<file path="src/include/ssf_pkg.sv">
// Constants and carrier types for the sensor status flag logic.
// Assumes one core clock domain; bus pins arrive unsynchronised.
`default_nettype none

package ssf_pkg;

  localparam int unsigned SSF_REG_W = 8;

  // Register byte addresses
  localparam logic [7:0] SSF_PRIMARY_ADDR = 8'h18;
  localparam logic [7:0] SSF_SECONDARY_ADDR = 8'h19;

  // Reset values
  localparam logic [7:0] SSF_PRIMARY_RST = 8'h00;
  localparam logic [7:0] SSF_SECONDARY_RST = 8'h00;

  // Primary status bit positions
  localparam int unsigned SSF_P_MAG_INT = 0;
  localparam int unsigned SSF_P_TEMP_INT = 1;
  localparam int unsigned SSF_P_MOT_INT = 2;
  localparam int unsigned SSF_P_SYNC_TICK_FAULT = 3;
  localparam int unsigned SSF_P_FUSE_DONE = 4;
  localparam int unsigned SSF_P_SELFTEST = 5;
  localparam int unsigned SSF_P_MAG_RDY = 6;
  localparam int unsigned SSF_P_TEMP_RDY = 7;

  // Secondary status bit positions
  localparam int unsigned SSF_S_PEND_LSB = 0;
  localparam int unsigned SSF_S_MOT_SEEN = 2;
  localparam int unsigned SSF_S_PROTO_ERR = 5;
  localparam int unsigned SSF_S_ACT_LSB = 6;

  // Pending interrupt codes
  localparam logic [1:0] SSF_PEND_NONE = 2'h0;
  localparam logic [1:0] SSF_PEND_READY = 2'h1;
  localparam logic [1:0] SSF_PEND_MOTION = 2'h2;
  localparam logic [1:0] SSF_PEND_PROTO = 2'h3;

  // Queue burst limit: samples and bytes per sample
  localparam int unsigned SSF_BURST_SAMPLES = 8;
  localparam int unsigned SSF_SAMPLE_BYTES = 6;
  localparam logic [7:0] SSF_CNT_RST = 8'h00;

  // One-cycle event pulses from core logic
  typedef struct packed {
    logic mag_done;
    logic temp_done;
    logic motion;
    logic sync_tick_parity_err;
    logic fuse_done;
    logic fuse_reload;
    logic take_meas;
    logic start_mdt;
    logic mag_data_acc;
    logic temp_data_acc;
    logic ibi_sent;
    logic proto_err;
    logic fifo_byte_rd;
    logic xfer_start;
  } ssf_evt_s;

  // Levels describing bus and core mode
  typedef struct packed {
    logic hdr;
    logic i3c;
    logic selftest_fail;
    logic meas_active;
    logic fifo_en;
    logic loop_en;
  } ssf_mode_s;

  typedef enum logic [1:0] {
    SSF_RD_IDLE = 2'b01,
    SSF_RD_RESP = 2'b10
  } ssf_rd_e;

endpackage : ssf_pkg

`default_nettype wire

</file>
<file path="src/hw/ssf_status_flags.sv">
// Primary and secondary status bytes with in-band interrupt sources.
// Assumes events and modes come from logic on MCLK_I; read pins do not.
`default_nettype none

module ssf_status_flags
  import ssf_pkg::*;
#(
  parameter int unsigned BURST_SAMPLES = SSF_BURST_SAMPLES
) (
  input wire logic MCLK_I,
  input wire logic RESET_I,
  input wire logic SCL_I,
  input wire logic RD_EN_I,
  input wire logic [7:0] RD_ADDR_I,
  input wire ssf_evt_s EVENTS_I,
  input wire ssf_mode_s MODE_I,
  output logic [7:0] RD_DATA_O,
  output logic RD_VALID_O,
  output logic IBI_REQ_O,
  output logic [7:0] PRIMARY_O,
  output logic [7:0] SECONDARY_O,
  output logic BURST_LIMIT_O
);

  localparam logic [7:0] BURST_BYTES =
    8'(BURST_SAMPLES * SSF_SAMPLE_BYTES);

  // Flag update: a set in the same cycle wins over a clear
  function automatic logic flag_upd(input logic cur, input logic set,
                                    input logic clr);
    logic r;
    r = cur;
    if (set) begin
      r = 1'b1;
    end else if (clr) begin
      r = 1'b0;
    end
    return r;
  endfunction : flag_upd

  // Pin synchronisers
  logic scl_s1_reg;
  logic scl_s2_reg;
  logic scl_d_reg;
  logic rden_s1_reg;
  logic rden_s2_reg;
  logic [7:0] addr_s1_reg;
  logic [7:0] addr_s2_reg;

  always_ff @(posedge MCLK_I) begin
    if (RESET_I) begin
      scl_s1_reg <= 1'b1;
      scl_s2_reg <= 1'b1;
      scl_d_reg <= 1'b1;
      rden_s1_reg <= 1'b0;
      rden_s2_reg <= 1'b0;
      addr_s1_reg <= 8'h00;
      addr_s2_reg <= 8'h00;
    end else begin
      scl_s1_reg <= SCL_I;
      scl_s2_reg <= scl_s1_reg;
      scl_d_reg <= scl_s2_reg;
      rden_s1_reg <= RD_EN_I;
      rden_s2_reg <= rden_s1_reg;
      addr_s1_reg <= RD_ADDR_I;
      addr_s2_reg <= addr_s1_reg;
    end
  end

  logic rd_take;
  assign rd_take = scl_s2_reg & ~scl_d_reg & rden_s2_reg;

  // Read sequencer
  ssf_rd_e rd_state_reg;
  ssf_rd_e rd_state_next;
  logic [7:0] rd_addr_reg;

  always_comb begin
    case (rd_state_reg)
      SSF_RD_IDLE: begin
        rd_state_next = rd_take ? SSF_RD_RESP : SSF_RD_IDLE;
      end
      SSF_RD_RESP: begin
        rd_state_next = SSF_RD_IDLE;
      end
      default: begin
        rd_state_next = SSF_RD_IDLE;
      end
    endcase
  end

  always_ff @(posedge MCLK_I) begin
    if (RESET_I) begin
      rd_state_reg <= SSF_RD_IDLE;
    end else begin
      rd_state_reg <= rd_state_next;
    end
  end

  always_ff @(posedge MCLK_I) begin
    if (RESET_I) begin
      rd_addr_reg <= 8'h00;
    end else if (rd_take && rd_state_reg == SSF_RD_IDLE) begin
      rd_addr_reg <= addr_s2_reg;
    end
  end

  logic rd_resp;
  logic rd_prim;
  logic rd_sec;
  assign rd_resp = (rd_state_reg == SSF_RD_RESP);
  assign rd_prim = rd_resp && (rd_addr_reg == SSF_PRIMARY_ADDR);
  assign rd_sec = rd_resp && (rd_addr_reg == SSF_SECONDARY_ADDR);

  // Clear qualifiers
  logic no_hdr;
  logic i2c_mag;
  logic i2c_temp;
  assign no_hdr = ~MODE_I.hdr;
  assign i2c_mag = EVENTS_I.mag_data_acc & ~MODE_I.i3c;
  assign i2c_temp = EVENTS_I.temp_data_acc & ~MODE_I.i3c;

  // Flags
  logic mag_int_reg;
  logic temp_int_reg;
  logic mot_int_reg;
  logic sync_tick_fault_reg;
  logic fuse_done_reg;
  logic mag_rdy_reg;
  logic temp_rdy_reg;
  logic mot_seen_reg;
  logic proto_err_reg;

  always_ff @(posedge MCLK_I) begin
    if (RESET_I) begin
      mag_int_reg <= 1'b0;
    end else begin
      mag_int_reg <= flag_upd(mag_int_reg, EVENTS_I.mag_done,
        no_hdr & (EVENTS_I.take_meas | i2c_mag |
        EVENTS_I.ibi_sent | rd_prim));
    end
  end

  always_ff @(posedge MCLK_I) begin
    if (RESET_I) begin
      temp_int_reg <= 1'b0;
    end else begin
      temp_int_reg <= flag_upd(temp_int_reg, EVENTS_I.temp_done,
        no_hdr & (EVENTS_I.take_meas | i2c_temp |
        EVENTS_I.ibi_sent | rd_prim));
    end
  end

  always_ff @(posedge MCLK_I) begin
    if (RESET_I) begin
      mot_int_reg <= 1'b0;
    end else begin
      mot_int_reg <= flag_upd(mot_int_reg, EVENTS_I.motion,
        EVENTS_I.start_mdt | EVENTS_I.ibi_sent | rd_prim);
    end
  end

  always_ff @(posedge MCLK_I) begin
    if (RESET_I) begin
      sync_tick_fault_reg <= 1'b0;
    end else begin
      sync_tick_fault_reg <= flag_upd(sync_tick_fault_reg,
        EVENTS_I.sync_tick_parity_err, EVENTS_I.ibi_sent);
    end
  end

  always_ff @(posedge MCLK_I) begin
    if (RESET_I) begin
      fuse_done_reg <= 1'b0;
    end else begin
      fuse_done_reg <= flag_upd(fuse_done_reg, EVENTS_I.fuse_done,
        no_hdr & EVENTS_I.fuse_reload);
    end
  end

  always_ff @(posedge MCLK_I) begin
    if (RESET_I) begin
      mag_rdy_reg <= 1'b0;
    end else begin
      mag_rdy_reg <= flag_upd(mag_rdy_reg, EVENTS_I.mag_done,
        no_hdr & EVENTS_I.mag_data_acc);
    end
  end

  always_ff @(posedge MCLK_I) begin
    if (RESET_I) begin
      temp_rdy_reg <= 1'b0;
    end else begin
      temp_rdy_reg <= flag_upd(temp_rdy_reg, EVENTS_I.temp_done,
        no_hdr & EVENTS_I.temp_data_acc);
    end
  end

  always_ff @(posedge MCLK_I) begin
    if (RESET_I) begin
      mot_seen_reg <= 1'b0;
    end else begin
      mot_seen_reg <= flag_upd(mot_seen_reg, EVENTS_I.motion,
        EVENTS_I.start_mdt);
    end
  end

  always_ff @(posedge MCLK_I) begin
    if (RESET_I) begin
      proto_err_reg <= 1'b0;
    end else begin
      proto_err_reg <= flag_upd(proto_err_reg, EVENTS_I.proto_err,
        rd_sec);
    end
  end

  // Pending interrupt code
  logic [1:0] pend_code;
  always_comb begin
    if (proto_err_reg) begin
      pend_code = SSF_PEND_PROTO;
    end else if (mot_int_reg) begin
      pend_code = SSF_PEND_MOTION;
    end else if (mag_int_reg | temp_int_reg) begin
      pend_code = SSF_PEND_READY;
    end else begin
      pend_code = SSF_PEND_NONE;
    end
  end

  // Status byte images
  logic [7:0] primary_next;
  logic [7:0] secondary_next;
  always_comb begin
    primary_next = SSF_PRIMARY_RST;
    primary_next[SSF_P_MAG_INT] = mag_int_reg;
    primary_next[SSF_P_TEMP_INT] = temp_int_reg;
    primary_next[SSF_P_MOT_INT] = mot_int_reg;
    primary_next[SSF_P_SYNC_TICK_FAULT] = sync_tick_fault_reg;
    primary_next[SSF_P_FUSE_DONE] = fuse_done_reg;
    primary_next[SSF_P_SELFTEST] = MODE_I.selftest_fail;
    primary_next[SSF_P_MAG_RDY] = mag_rdy_reg;
    primary_next[SSF_P_TEMP_RDY] = temp_rdy_reg;
  end

  always_comb begin
    secondary_next = SSF_SECONDARY_RST;
    secondary_next[SSF_S_PEND_LSB +: 2] = pend_code;
    secondary_next[SSF_S_MOT_SEEN] = mot_seen_reg;
    secondary_next[SSF_S_PROTO_ERR] = proto_err_reg;
    secondary_next[SSF_S_ACT_LSB +: 2] =
      {MODE_I.meas_active, 1'b0};
  end

  always_ff @(posedge MCLK_I) begin
    if (RESET_I) begin
      PRIMARY_O <= SSF_PRIMARY_RST;
      SECONDARY_O <= SSF_SECONDARY_RST;
    end else begin
      PRIMARY_O <= primary_next;
      SECONDARY_O <= secondary_next;
    end
  end

  // Read answer
  always_ff @(posedge MCLK_I) begin
    if (RESET_I) begin
      RD_DATA_O <= 8'h00;
      RD_VALID_O <= 1'b0;
    end else begin
      RD_VALID_O <= rd_resp;
      if (rd_prim) begin
        RD_DATA_O <= primary_next;
      end else if (rd_sec) begin
        RD_DATA_O <= secondary_next;
      end else if (rd_resp) begin
        RD_DATA_O <= 8'h00;
      end
    end
  end

  // In-band interrupt request
  always_ff @(posedge MCLK_I) begin
    if (RESET_I) begin
      IBI_REQ_O <= 1'b0;
    end else begin
      IBI_REQ_O <= mag_int_reg | temp_int_reg | mot_int_reg |
        sync_tick_fault_reg;
    end
  end

  // Queue burst byte counter
  logic burst_mode;
  logic [7:0] burst_cnt_reg;
  assign burst_mode = MODE_I.fifo_en & MODE_I.loop_en;

  always_ff @(posedge MCLK_I) begin
    if (RESET_I) begin
      burst_cnt_reg <= SSF_CNT_RST;
    end else if (EVENTS_I.xfer_start) begin
      burst_cnt_reg <= SSF_CNT_RST;
    end else if (burst_mode && EVENTS_I.fifo_byte_rd &&
                 burst_cnt_reg < BURST_BYTES) begin
      burst_cnt_reg <= burst_cnt_reg + 8'h01;
    end
  end

  always_ff @(posedge MCLK_I) begin
    if (RESET_I) begin
      BURST_LIMIT_O <= 1'b0;
    end else begin
      BURST_LIMIT_O <= burst_mode && !EVENTS_I.xfer_start &&
        (burst_cnt_reg >= BURST_BYTES);
    end
  end

endmodule : ssf_status_flags

`default_nettype wire

</file>
<file path="config.mk">
export PLATFORM = sky130hd
export DESIGN_NAME = ssf_status_flags
export DESIGN_NICKNAME = d
export VERILOG_FILES = /design/src/include/ssf_pkg.sv /design/src/hw/ssf_status_flags.sv
export SDC_FILE = /design/constraint.sdc
export NUM_CORES = 1
export LEC_CHECK = 0
export BUFFER_PORTS_ARGS = -buffer_cell sky130_fd_sc_hd__buf_2
export CAP_MARGIN = 20
export CORE_MARGIN = 10
export CORE_UTILIZATION = 56
export DETAILED_ROUTE_END_ITERATION = 16
export PLACE_DENSITY = 0.79
export RECOVER_POWER = 25
export SLEW_MARGIN = 25
export SYNTH_ARGS = -nofsm -noshare
export SYNTH_HDL_FRONTEND = slang
export SYNTH_SLANG_ARGS = --single-unit
</file>
<file path="constraint.sdc">
create_clock -name MCLK_I -period 2.45 [get_ports MCLK_I]
set_input_delay 0.735 -clock MCLK_I [delete_from_list [all_inputs] [get_ports MCLK_I]]
set_output_delay 0.735 -clock MCLK_I [all_outputs]
set_load 0.01 [all_outputs]
</file>
==> summary.md, run 1 <==
| Metric | Value |
|---|---|
| Post-CTS Setup Bufs | `0` |
| Largest net degree at the start of global routing | `38` |
| Critical path cell sequence | `buf_2` |
| WP buf/inv | `1` |
| Max Root-Sink Buffers | `2` |
| Clock transition at path regs | `0.07 ns` |
| Critical path startpoint category | `flop` |
| Crit-path max FO | `2` |
| Final worst path period share | `0.642` |
| Final Cell Area | `between 2000 and 3000 sq um` |
| Antenna-violating nets left | `0` |
| Cts hold-fix bufs | `0` |
| Fin nets | `about 340` |
| Max-Slew Margin vs Limit | `0.573` |
| Crit Path Category | `reg -> out` |
| Wire length on met2 | `2.27 mm` |
| Dpl cell area | `2770 sq um` |
| Syn. warnings | `0` |
| Mean Syn Cell Area | `10.1 sq um` |
| Initial drt markers | `85` |
| Max frequency | `about 640 MHz` |
| Adder-cell area share of the yosys netlist | `0.00505` |
| Metal-1 WL | `2.04 mm` |
| # IOs | `59` |
| Placer Congestion | `about 0.79` |
| Clock sink count | `72` |
| CTS root buf | `clkbuf_8` |
| Lkg Pwr | `about 0.0013 uW` |
| Simple-gate share of the synthesized area | `0.206` |
| Routed len/inst | `13.4 microns` |
| Final min period | `1.57 ns` |
| Seq/Total Area, Yosys | `0.582` |
| Unrepaired setup endpoints after global routing | `no` |
| Synthesized instance count | `246` |
| Worst slew pin tran | `0.640 ns` |
| Post-cts sizing count | `0` |
| Yosys top cell area share | `0.582` |
| EDFF count, synth | `0` |
| Critical Path Max Stage Delay | `0.36 ns` |
| Critical-path top delay cell | `dfxtp_1` |
| Register bit count reported by yosys | `72` |
| Share of layout cells above drive strength 1 | `0.283` |
| Gr usage total | `0.133` |
| Setup TNS | `0 ns` |
| Compound-Gate Fraction of Synth Area | `0.128` |
| Worst hold path type | `reg -> reg` |
| DR WL met3 | `about 410 microns` |
| Vias | `1792` |
| FFs w/ async S/R, synth | `0` |
| Row cnt | `24` |
| Mux cell area share after synthesis | `0.0162` |
| Yosys cell types | `36` |
| # port buffers | `55` |
| # DRC | `0` |
| Post-synthesis xor/xnor area fraction | `0.0141` |
| ANT cells | `0` |
| Peak supply drop | `590 uV` |
| First-pass GRT wire length | `8.02 mm` |
| Number of CTS-inserted buffers | `9` |
| CP endpoint kind | `output pin` |
| Via density | `4.99` |
| Overall die area | `7480 sq um` |
| Setup Viol. Count Final | `0` |
| Data arrival, critical path | `0.84 ns` |
| Die Wd | `86.5 microns` |
| Kind of cell adding the most delay to the critical path | `flip-flops` |
| Synth area leaders | `dfxtp_1 (58%), nor2b_1 (7.6%), a21oi_1 (3.8%)` |
| Setup WS pre-CTS | `approximately 0.59 ns` |
| H-tree level count | `3` |
| Initial antenna violation count | `0` |
| Vias in the first global route | `1775` |
| Maxcap violations | `0` |
| Pins Over Slew Limit | `0` |
| Routed wire length | `4.81 mm` |
| Top sig layer | `met4` |
| Core Util, Final | `0.691` |
| Cell Area, Synth | `2480 sq um` |
| Synth area leader | `dfxtp_1` |
| Initial Util | `0.573` |
| Drt first pass iters | `4` |
| PD cells | `792 nW/um^2` |
| Synth-to-Final Area Change | `20.6%` |
| Worst-case clock skew | `between 0.004 and 0.005 ns` |
| CTS tree | `done` |
| GRT Residual Overflow | `0` |
| Final hold vios | `0` |
| Die height | `86.5 microns` |
| Setup WS post-layout | `0.877 ns` |
| Core area | `4320 sq um` |
| Main combinational cell family by area after synthesis | `simple AND/OR/NAND/NOR gates` |
| Fin Hold WS | `between 0.4 and 0.5 ns` |
| CP Data Required Time | `approximately 1.7 ns` |
| Main flop type after synthesis | `dfxtp_1` |
| Dpl hpwl | `3.46 mm` |
| Clk_lat worst skew | `~0.34 ns` |
| Status | `finished clean` |
power breakdown:
group          switching, uW  internal (uW)
clock                    415            599
sequential              18.2           1210
combinational           63.7           57.7
final cells by class:
cell class                      instances  area, sq um
Sequential cell                        72         1440
Fill cell                             356         1340
Multi-Input combinational cell        151          927
Timing Repair Buffer                   57          290
Clock buffer                           11          141
Clock inverter                          5         80.1
Tap cell                               52         65.1
Inverter                               11         41.3
logic make-up (layout without fill, tap and decap cells):
logic type / count (synthesis) / in the layout
AO/OA/AOI/OAI: 49 / 49
XOR/XNOR: 4 / 4
adder cells (fa/ha/maj): 1 / 1
buffers and inverters: 25 / 84
flip-flops: 72 / 72
multiplexers: 4 / 4
other: 1 / 3
AND/OR/NAND/NOR: 90 / 90
per-stage QoR:
| stage | instances | total power (uW) |
|---|---|---|
| after floorplan | 248 | 1330 |
| after global routing | 359 | 2460 |
| after CTS | 359 | 2380 |
| after detailed placement | 343 | 1380 |
| after global placement | 343 | 1370 |
| final | 359 | 2360 |
layout by cell type (no fill, tap or decap), drive strengths merged, types with 2 or more instances in the layout:
cell type   n
a22oi       3
nand3       5
clkbuf     11
conb        3
a21o        2
nand2b      3
bufinv      2
nor2       24
nor3        3
inv        11
clkinvlp    2
dfxtp      72
nand2      12
a211oi      3
a211o       2
mux2i       4
o32ai       2
nor3b       2
xnor2       3
buf        57
a21oi      19
o21ai      15
or3         2
nor2b      30
or2         6
path summary, 6_finish.rpt:
kind	to	cells after the start	from	slack (ns)
min reg2reg	rd_addr_reg[4]	2	addr_s2_reg[4]	0.43
min	rd_addr_reg[4]	2	addr_s2_reg[4]	0.43
max reg2reg	RD_DATA_O[6]	4	rd_state_reg[1]	0.98
max	RD_DATA_O[0]	1	RD_DATA_O[0]	0.88
metal layers:
metal	track usage	vias to the layer above
met5	0	-
met4	0.0589	0
met3	0.0657	8
met2	0.213	51
met1	0.145	817
li1	-	916
synthesized netlist by cell type (4+ instances only):
| master | n |
|---|---|
| buf_4 | 5 |
| dfxtp_1 | 72 |
| mux2i_1 | 4 |
| inv_1 | 10 |
| or2_1 | 5 |
| o21ai_1 | 10 |
| o21ai_0 | 5 |
| nor2_1 | 21 |
| nand3_1 | 5 |
| nor2b_1 | 30 |
| clkbuf_1 | 6 |
| nand2_1 | 12 |
| a21oi_1 | 19 |
worst register-to-register path, stage by stage (launching register included):
cell     delay [ns]
dfxtp_1        0.57
nor3b_1        0.22
and4_1         0.40
a22oi_1        0.12
nor2_1         0.10
Power figures use the tool's default switching activity.
==> run 2, diff against run 1 <==
- CORE_UTILIZATION: 56 -> 47
- PLACE_DENSITY: 0.79 -> 0.7
- clock period: 2.45 -> 1.33 ns (I/O delays scaled with it)
==> summary.md, run 2 (synthesis gave the netlist of run 1 again) <==
| Metric | Value |
|---|---|
| Status | `finished clean` |
| Core area | `5110 sq um (+18%)` |
| Gr usage total | `0.121 (-0.0116)` |
| Initial Util | `0.485 (-0.0879)` |
| Die height | `92.6 microns (+7.0%)` |
| Cts hold-fix bufs | `0 (unchanged)` |
| Number of CTS-inserted buffers | `9 (unchanged)` |
| Overall die area | `8570 sq um (+15%)` |
| Final worst path period share | `0.974` |
| Routed len/inst | `12.9 microns (-3.4%)` |
| Placer Congestion | `0.781 (-0.65%)` |
| Routed wire length | `5.00 mm (+3.8%)` |
| Kind of cell adding the most delay to the critical path | `simple AND/OR/NAND/NOR gates` |
| Fillers | `449 (+26%)` |
| CP Data Required Time | `1.59 ns (-0.12 ns)` |
| CP endpoint kind | `flop` |
| Fin Hold WS | `0.233 ns (-0.198 ns)` |
| Row cnt | `26 (+8.3%)` |
| Setup Viol. Count Final | `0 (unchanged)` |
| Maxcap violations | `0 (unchanged)` |
| Critical Path Max Stage Delay | `0.33 ns (-0.03 ns)` |
| Worst-case clock skew | `0.00709 ns (+0.00266 ns)` |
| Antenna-violating nets left | `0 (unchanged)` |
| Critical path cell sequence | `nor4b_4 > nand3_2 > a21o_4 > a211oi_2` |
| First-pass GRT wire length | `8.36 mm (+4.3%)` |
| Crit-path max FO | `4 (+2)` |
| Vias | `1809 (+0.95%)` |
| Most common cell after layout, fill and taps aside | `dfxtp_1` |
| Final hold vios | `0 (unchanged)` |
| Crit Path Category | `reg -> reg` |
| Clock transition at path regs | `0.07 ns (about the same)` |
| Largest net degree at the start of global routing | `26 (-32%)` |
| # DRC | `0 (unchanged)` |
| Int Power | `3690 uW (+98%)` |
| P_sw | `934 uW (+88%)` |
| Die Wd | `92.6 microns (+7.0%)` |
| Final min period | `1.30 ns` |
| Critical path startpoint category | `flop` |
| Lkg Pwr | `0.00132 uW (+4.7%)` |
| Synth-to-Final Area Change | `26.6%` |
| Clk_lat worst skew | `0.34 ns (about the same)` |
| Comb power frac | `0.052 (about the same)` |
| Peak supply drop | `830 uV (+41%)` |
| Max Root-Sink Buffers | `2 (unchanged)` |
| Vias in the first global route | `1837 (+3.5%)` |
| Pins Over Slew Limit | `0 (unchanged)` |
| Clock sink count | `72 (unchanged)` |
| H-tree level count | `3 (unchanged)` |
| Fin nets | `344 (+2.7%)` |
| Setup TNS | `0 ns (unchanged)` |
| Via density | `4.69 (-6.1%)` |
| PD cells | `1470 nW/um^2 (+86%)` |
| Worst hold path type | `in -> reg` |
| CTS root buf | `clkbuf_8` |
| Most frequent cells in the layout | `dfxtp_1 (71), buf_2 (54), nor2b_1 (30)` |
| # port buffers | `55 (unchanged)` |
| Unrepaired setup endpoints after global routing | `yes` |
| Seq pwr share | `0.489 (-0.031)` |
| Drt first pass iters | `4 (unchanged)` |
| Post-CTS Setup Bufs | `0 (unchanged)` |
| CTS tree | `done` |
| # IOs | `59 (unchanged)` |
| Data arrival, critical path | `1.56 ns (+0.72 ns)` |
| Critical-path top delay cell | `dfxtp_2` |
| Dpl hpwl | `3.60 mm (+4.1%)` |
| WP buf/inv | `0 (-1)` |
| Switching Fraction | `0.202 (-0.00829)` |
| GRT Residual Overflow | `0 (unchanged)` |
| Initial antenna violation count | `0 (unchanged)` |
| Initial drt markers | `82 (-3.5%)` |
| Share of layout cells above drive strength 1 | `0.310 (+0.0267)` |
| Post-cts sizing count | `0 (unchanged)` |
| ANT cells | `0 (unchanged)` |
| Max frequency | `772 MHz` |
| Clk pwr share | `0.459 (+0.030)` |
run 2: layer usage:
layer	wire length [microns]	track usage	part of all wire	vias to the layer above
met2	2270	0.179	0.45	45
met5	0	0	0	-
li1	-	-	-	939
met1	2200	0.138	0.44	814
met4	102	0.0694	0.020	0
met3	422	0.0613	0.084	11
run 2: through the flow:
step	instance area, sq um	util	total power, uW	cells	setup slack (ns)
floorplan	2480	-	2440	248	0.105
global placement	2870	0.561	2550	370	0.0649
detailed placement	2870	0.561	2560	370	0.0273
CTS	3120	0.611	4670	386	0.0314
global route	3140	0.614	4790	386	-0.0276
finish	3140	0.614	4630	386	0.0345
run 2: path summary, 6_finish.rpt:
check                 startpoint            to  slack [ns]  cells after the start
setup / recovery  rd_addr_reg[7]  RD_DATA_O[2]        0.03                      4
hold / removal             SCL_I    scl_s1_reg        0.23                      2
setup reg to reg  rd_addr_reg[7]  RD_DATA_O[2]        0.03                      4
hold reg to reg       scl_s1_reg    scl_s2_reg        0.41                      1
run 2: power by group through the flow:
stage               combinational, uW  clock (uW)  sequential, uW
floorplan                         126           0            2320
global placement                  239           0            2310
detailed placement                242           0            2310
CTS                               244        2160            2260
global route                      271        2250            2270
finish                            239        2120            2260
run 2: area by class of cell:
class	instances	area [sq um]	share of cell area
sequential	72	1440	0.460
tap	70	87.6	0.0279
inverter	11	41.3	0.0132
clock buffer	11	151	0.0483
multi-input combinational	151	950	0.303
timing repair buffer	66	362	0.115
clock inverter	5	103	0.0327
==> run 3, diff against run 2 <==
- BUFFER_PORTS_ARGS: -buffer_cell sky130_fd_sc_hd__buf_2 -> -buffer_cell sky130_fd_sc_hd__clkbuf_2
==> summary.md, run 3 (synthesis gave the netlist of run 1 again) <==
| Metric | Value |
|---|---|
| Final hold vios | `0 (unchanged)` |
| Setup Viol. Count Final | `0 (unchanged)` |
| Hold endpoint | `scl_s1_reg` |
| Via density | `4.70 (+0.30%)` |
| Gr usage total | `0.118 (-0.00326)` |
| Comb power frac | `0.051 (about the same)` |
| CP Data Required Time | `1.56 ns (-0.03 ns)` |
| Data arrival, critical path | `1.49 ns (-0.07 ns)` |
| WHS Path Cells | `2 (unchanged)` |
| Routed len/inst | `12.6 microns (-2.5%)` |
| Hold_sp | `SCL_I` |
| Peak supply drop | `835 uV (+0.69%)` |
| GRT Residual Overflow | `0 (unchanged)` |
| Clock sink count | `72 (unchanged)` |
| Pins Over Slew Limit | `0 (unchanged)` |
| # DRC | `0 (unchanged)` |
| Dpl hpwl | `3.60 mm (+0.14%)` |
| Final Cell Area | `3120 sq um (-0.40%)` |
| P_sw | `961 uW (+2.9%)` |
| Initial drt markers | `85 (+3.7%)` |
| Share of layout cells above drive strength 1 | `0.312 (+0.00198)` |
| Initial Util | `0.485 (unchanged)` |
| H-tree level count | `3 (unchanged)` |
| Most frequent cells in the layout | `dfxtp_1 (71), clkbuf_2 (54), nor2b_1 (30)` |
| Crit Path Category | `reg -> reg` |
| FF-to-FF path depth | `4 (unchanged)` |
| # IOs | `59 (unchanged)` |
| Max Root-Sink Buffers | `2 (unchanged)` |
| Worst-case clock skew | `0.00305 ns (-0.00404 ns)` |
| CP endpoint kind | `flop` |
| # port buffers | `55 (unchanged)` |
| Number of CTS-inserted buffers | `9 (unchanged)` |
| Routed wire length | `4.85 mm (-3.0%)` |
| CTS tree | `done` |
| Synth-to-Final Area Change | `26.1%` |
| Worst hold path type | `in -> reg` |
| Placer Congestion | `0.736 (-5.8%)` |
| Largest net degree at the start of global routing | `34 (+31%)` |
| Core area | `5110 sq um (unchanged)` |
| ANT cells | `0 (unchanged)` |
| Fin nets | `342 (-0.58%)` |
| Max frequency | `795 MHz (+3.0%)` |
| Final worst path period share | `0.946 (-0.0282)` |
| Metal-1 WL | `2.26 mm (+2.5%)` |
| Lkg Pwr | `0.00129 uW (-1.7%)` |
| Vias | `1805 (-0.22%)` |
| Maxcap violations | `0 (unchanged)` |
| Final min period | `1.26 ns (-0.0375 ns)` |
| Antenna-violating nets left | `0 (unchanged)` |
| Die height | `92.6 microns (unchanged)` |
| Switching Fraction | `0.211 (+0.00915)` |
| Wire length on met2 | `2.17 mm (-4.5%)` |
| Top sig layer | `met4` |
| PD cells | `1460 nW/um^2 (-1.2%)` |
| Overall die area | `8570 sq um (unchanged)` |
| Clk pwr share | `0.451 (-0.008)` |
| Setup TNS | `0 ns (unchanged)` |
| Int Power | `3590 uW (-2.7%)` |
| Clk_lat worst skew | `0.34 ns (about the same)` |
| Critical path startpoint category | `flop` |
| First-pass GRT wire length | `8.20 mm (-1.9%)` |
| Clock transition at path regs | `0.07 ns (about the same)` |
| Row cnt | `26 (unchanged)` |
| Vias in the first global route | `1804 (-1.8%)` |
| FF-to-FF End | `burst_cnt_reg[3]` |
| Unrepaired setup endpoints after global routing | `no` |
| Die Wd | `92.6 microns (unchanged)` |
| Dpl cell area | `2850 sq um (-0.79%)` |
| CTS root buf | `clkbuf_8` |
| Initial antenna violation count | `0 (unchanged)` |
| Drt first pass iters | `4 (unchanged)` |
| Worst reg2reg path startpoint | `burst_cnt_reg[4]` |
| Most common cell after layout, fill and taps aside | `dfxtp_1` |
| Worst reg2reg setup slack | `0.07 ns (+0.04 ns)` |
| Crit-path max FO | `5 (+1)` |
| Status | `finished clean` |
| DR WL met3 | `317 microns (-25%)` |
| Seq pwr share | `0.497 (+0.008)` |
run 3: cell type report:
type | count | area (sq um)
clock buffer | 9 | 124
clock inverter | 7 | 120
fill | 438 | 1980
inverter | 11 | 41.3
multi-input combinational | 151 | 958
sequential | 72 | 1440
tap | 70 | 87.6
timing repair buffer | 64 | 350
run 3: power groups by stage:
stage	sequential, uW	clock, uW	combinational [uW]
3_5_place_dp	2310	0	238
2_1_floorplan	2320	0	126
4_1_cts	2260	2090	239
3_3_place_gp	2310	0	234
5_1_grt	2270	2180	263
6_report	2260	2050	234
run 3: routing by layer:
layer  vias to the layer above  global-route usage
li1                        933                   -
met1                       808               0.136
met2                        53               0.181
met3                        11              0.0460
met4                         0              0.0707
met5                         -                   0
run 3: what timing repair did:
| action | in CTS | in global routing |
|---|---|---|
| hold endpoints to repair | 0 | 0 |
| setup buffers | 0 | 1 |
| pin swaps | 1 | 2 |
| hold buffers | 0 | 0 |
| resized for setup | 0 | 6 |
| endpoints found under the setup margin | 1 | 14 |
run 3: through the flow:
| stage | power (uW) | cells | setup WS [ns] | utilization | hold WS, ns |
|---|---|---|---|---|---|
| 3_5_place_dp | 2550 | 367 | 0.00285 | 0.557 | 0.394 |
| 2_1_floorplan | 2440 | 248 | 0.105 | - | 0.383 |
| 4_1_cts | 4590 | 383 | 0.0125 | 0.605 | 0.214 |
| 6_report | 4550 | 384 | 0.0720 | 0.612 | 0.231 |
| 5_1_grt | 4720 | 384 | 0.000977 | 0.612 | 0.243 |
| 3_3_place_gp | 2550 | 367 | 0.0503 | 0.557 | 0.388 |
run 3: worst max path at each step:
stage	cells after the start	slack [ns]	endpoint	startpoint
floorplan	4	0.11	burst_cnt_reg[0]	burst_cnt_reg[5]
global placement	3	0.05	rd_state_reg[0]	RESET_I
detailed placement	4	0.003	RD_DATA_O[7]	rd_addr_reg[5]
CTS	4	0.01	RD_DATA_O[7]	rd_addr_reg[5]
global route	4	0.001	burst_cnt_reg[1]	burst_cnt_reg[4]
finish	4	0.07	burst_cnt_reg[3]	burst_cnt_reg[4]
run 3: critical path, cell delays in order (launching register included):
cell and delay, ns:
dfxtp_2 0.33, a211o_4 0.36, nor3_2 0.25, xnor2_1 0.16, nor2_2 0.04
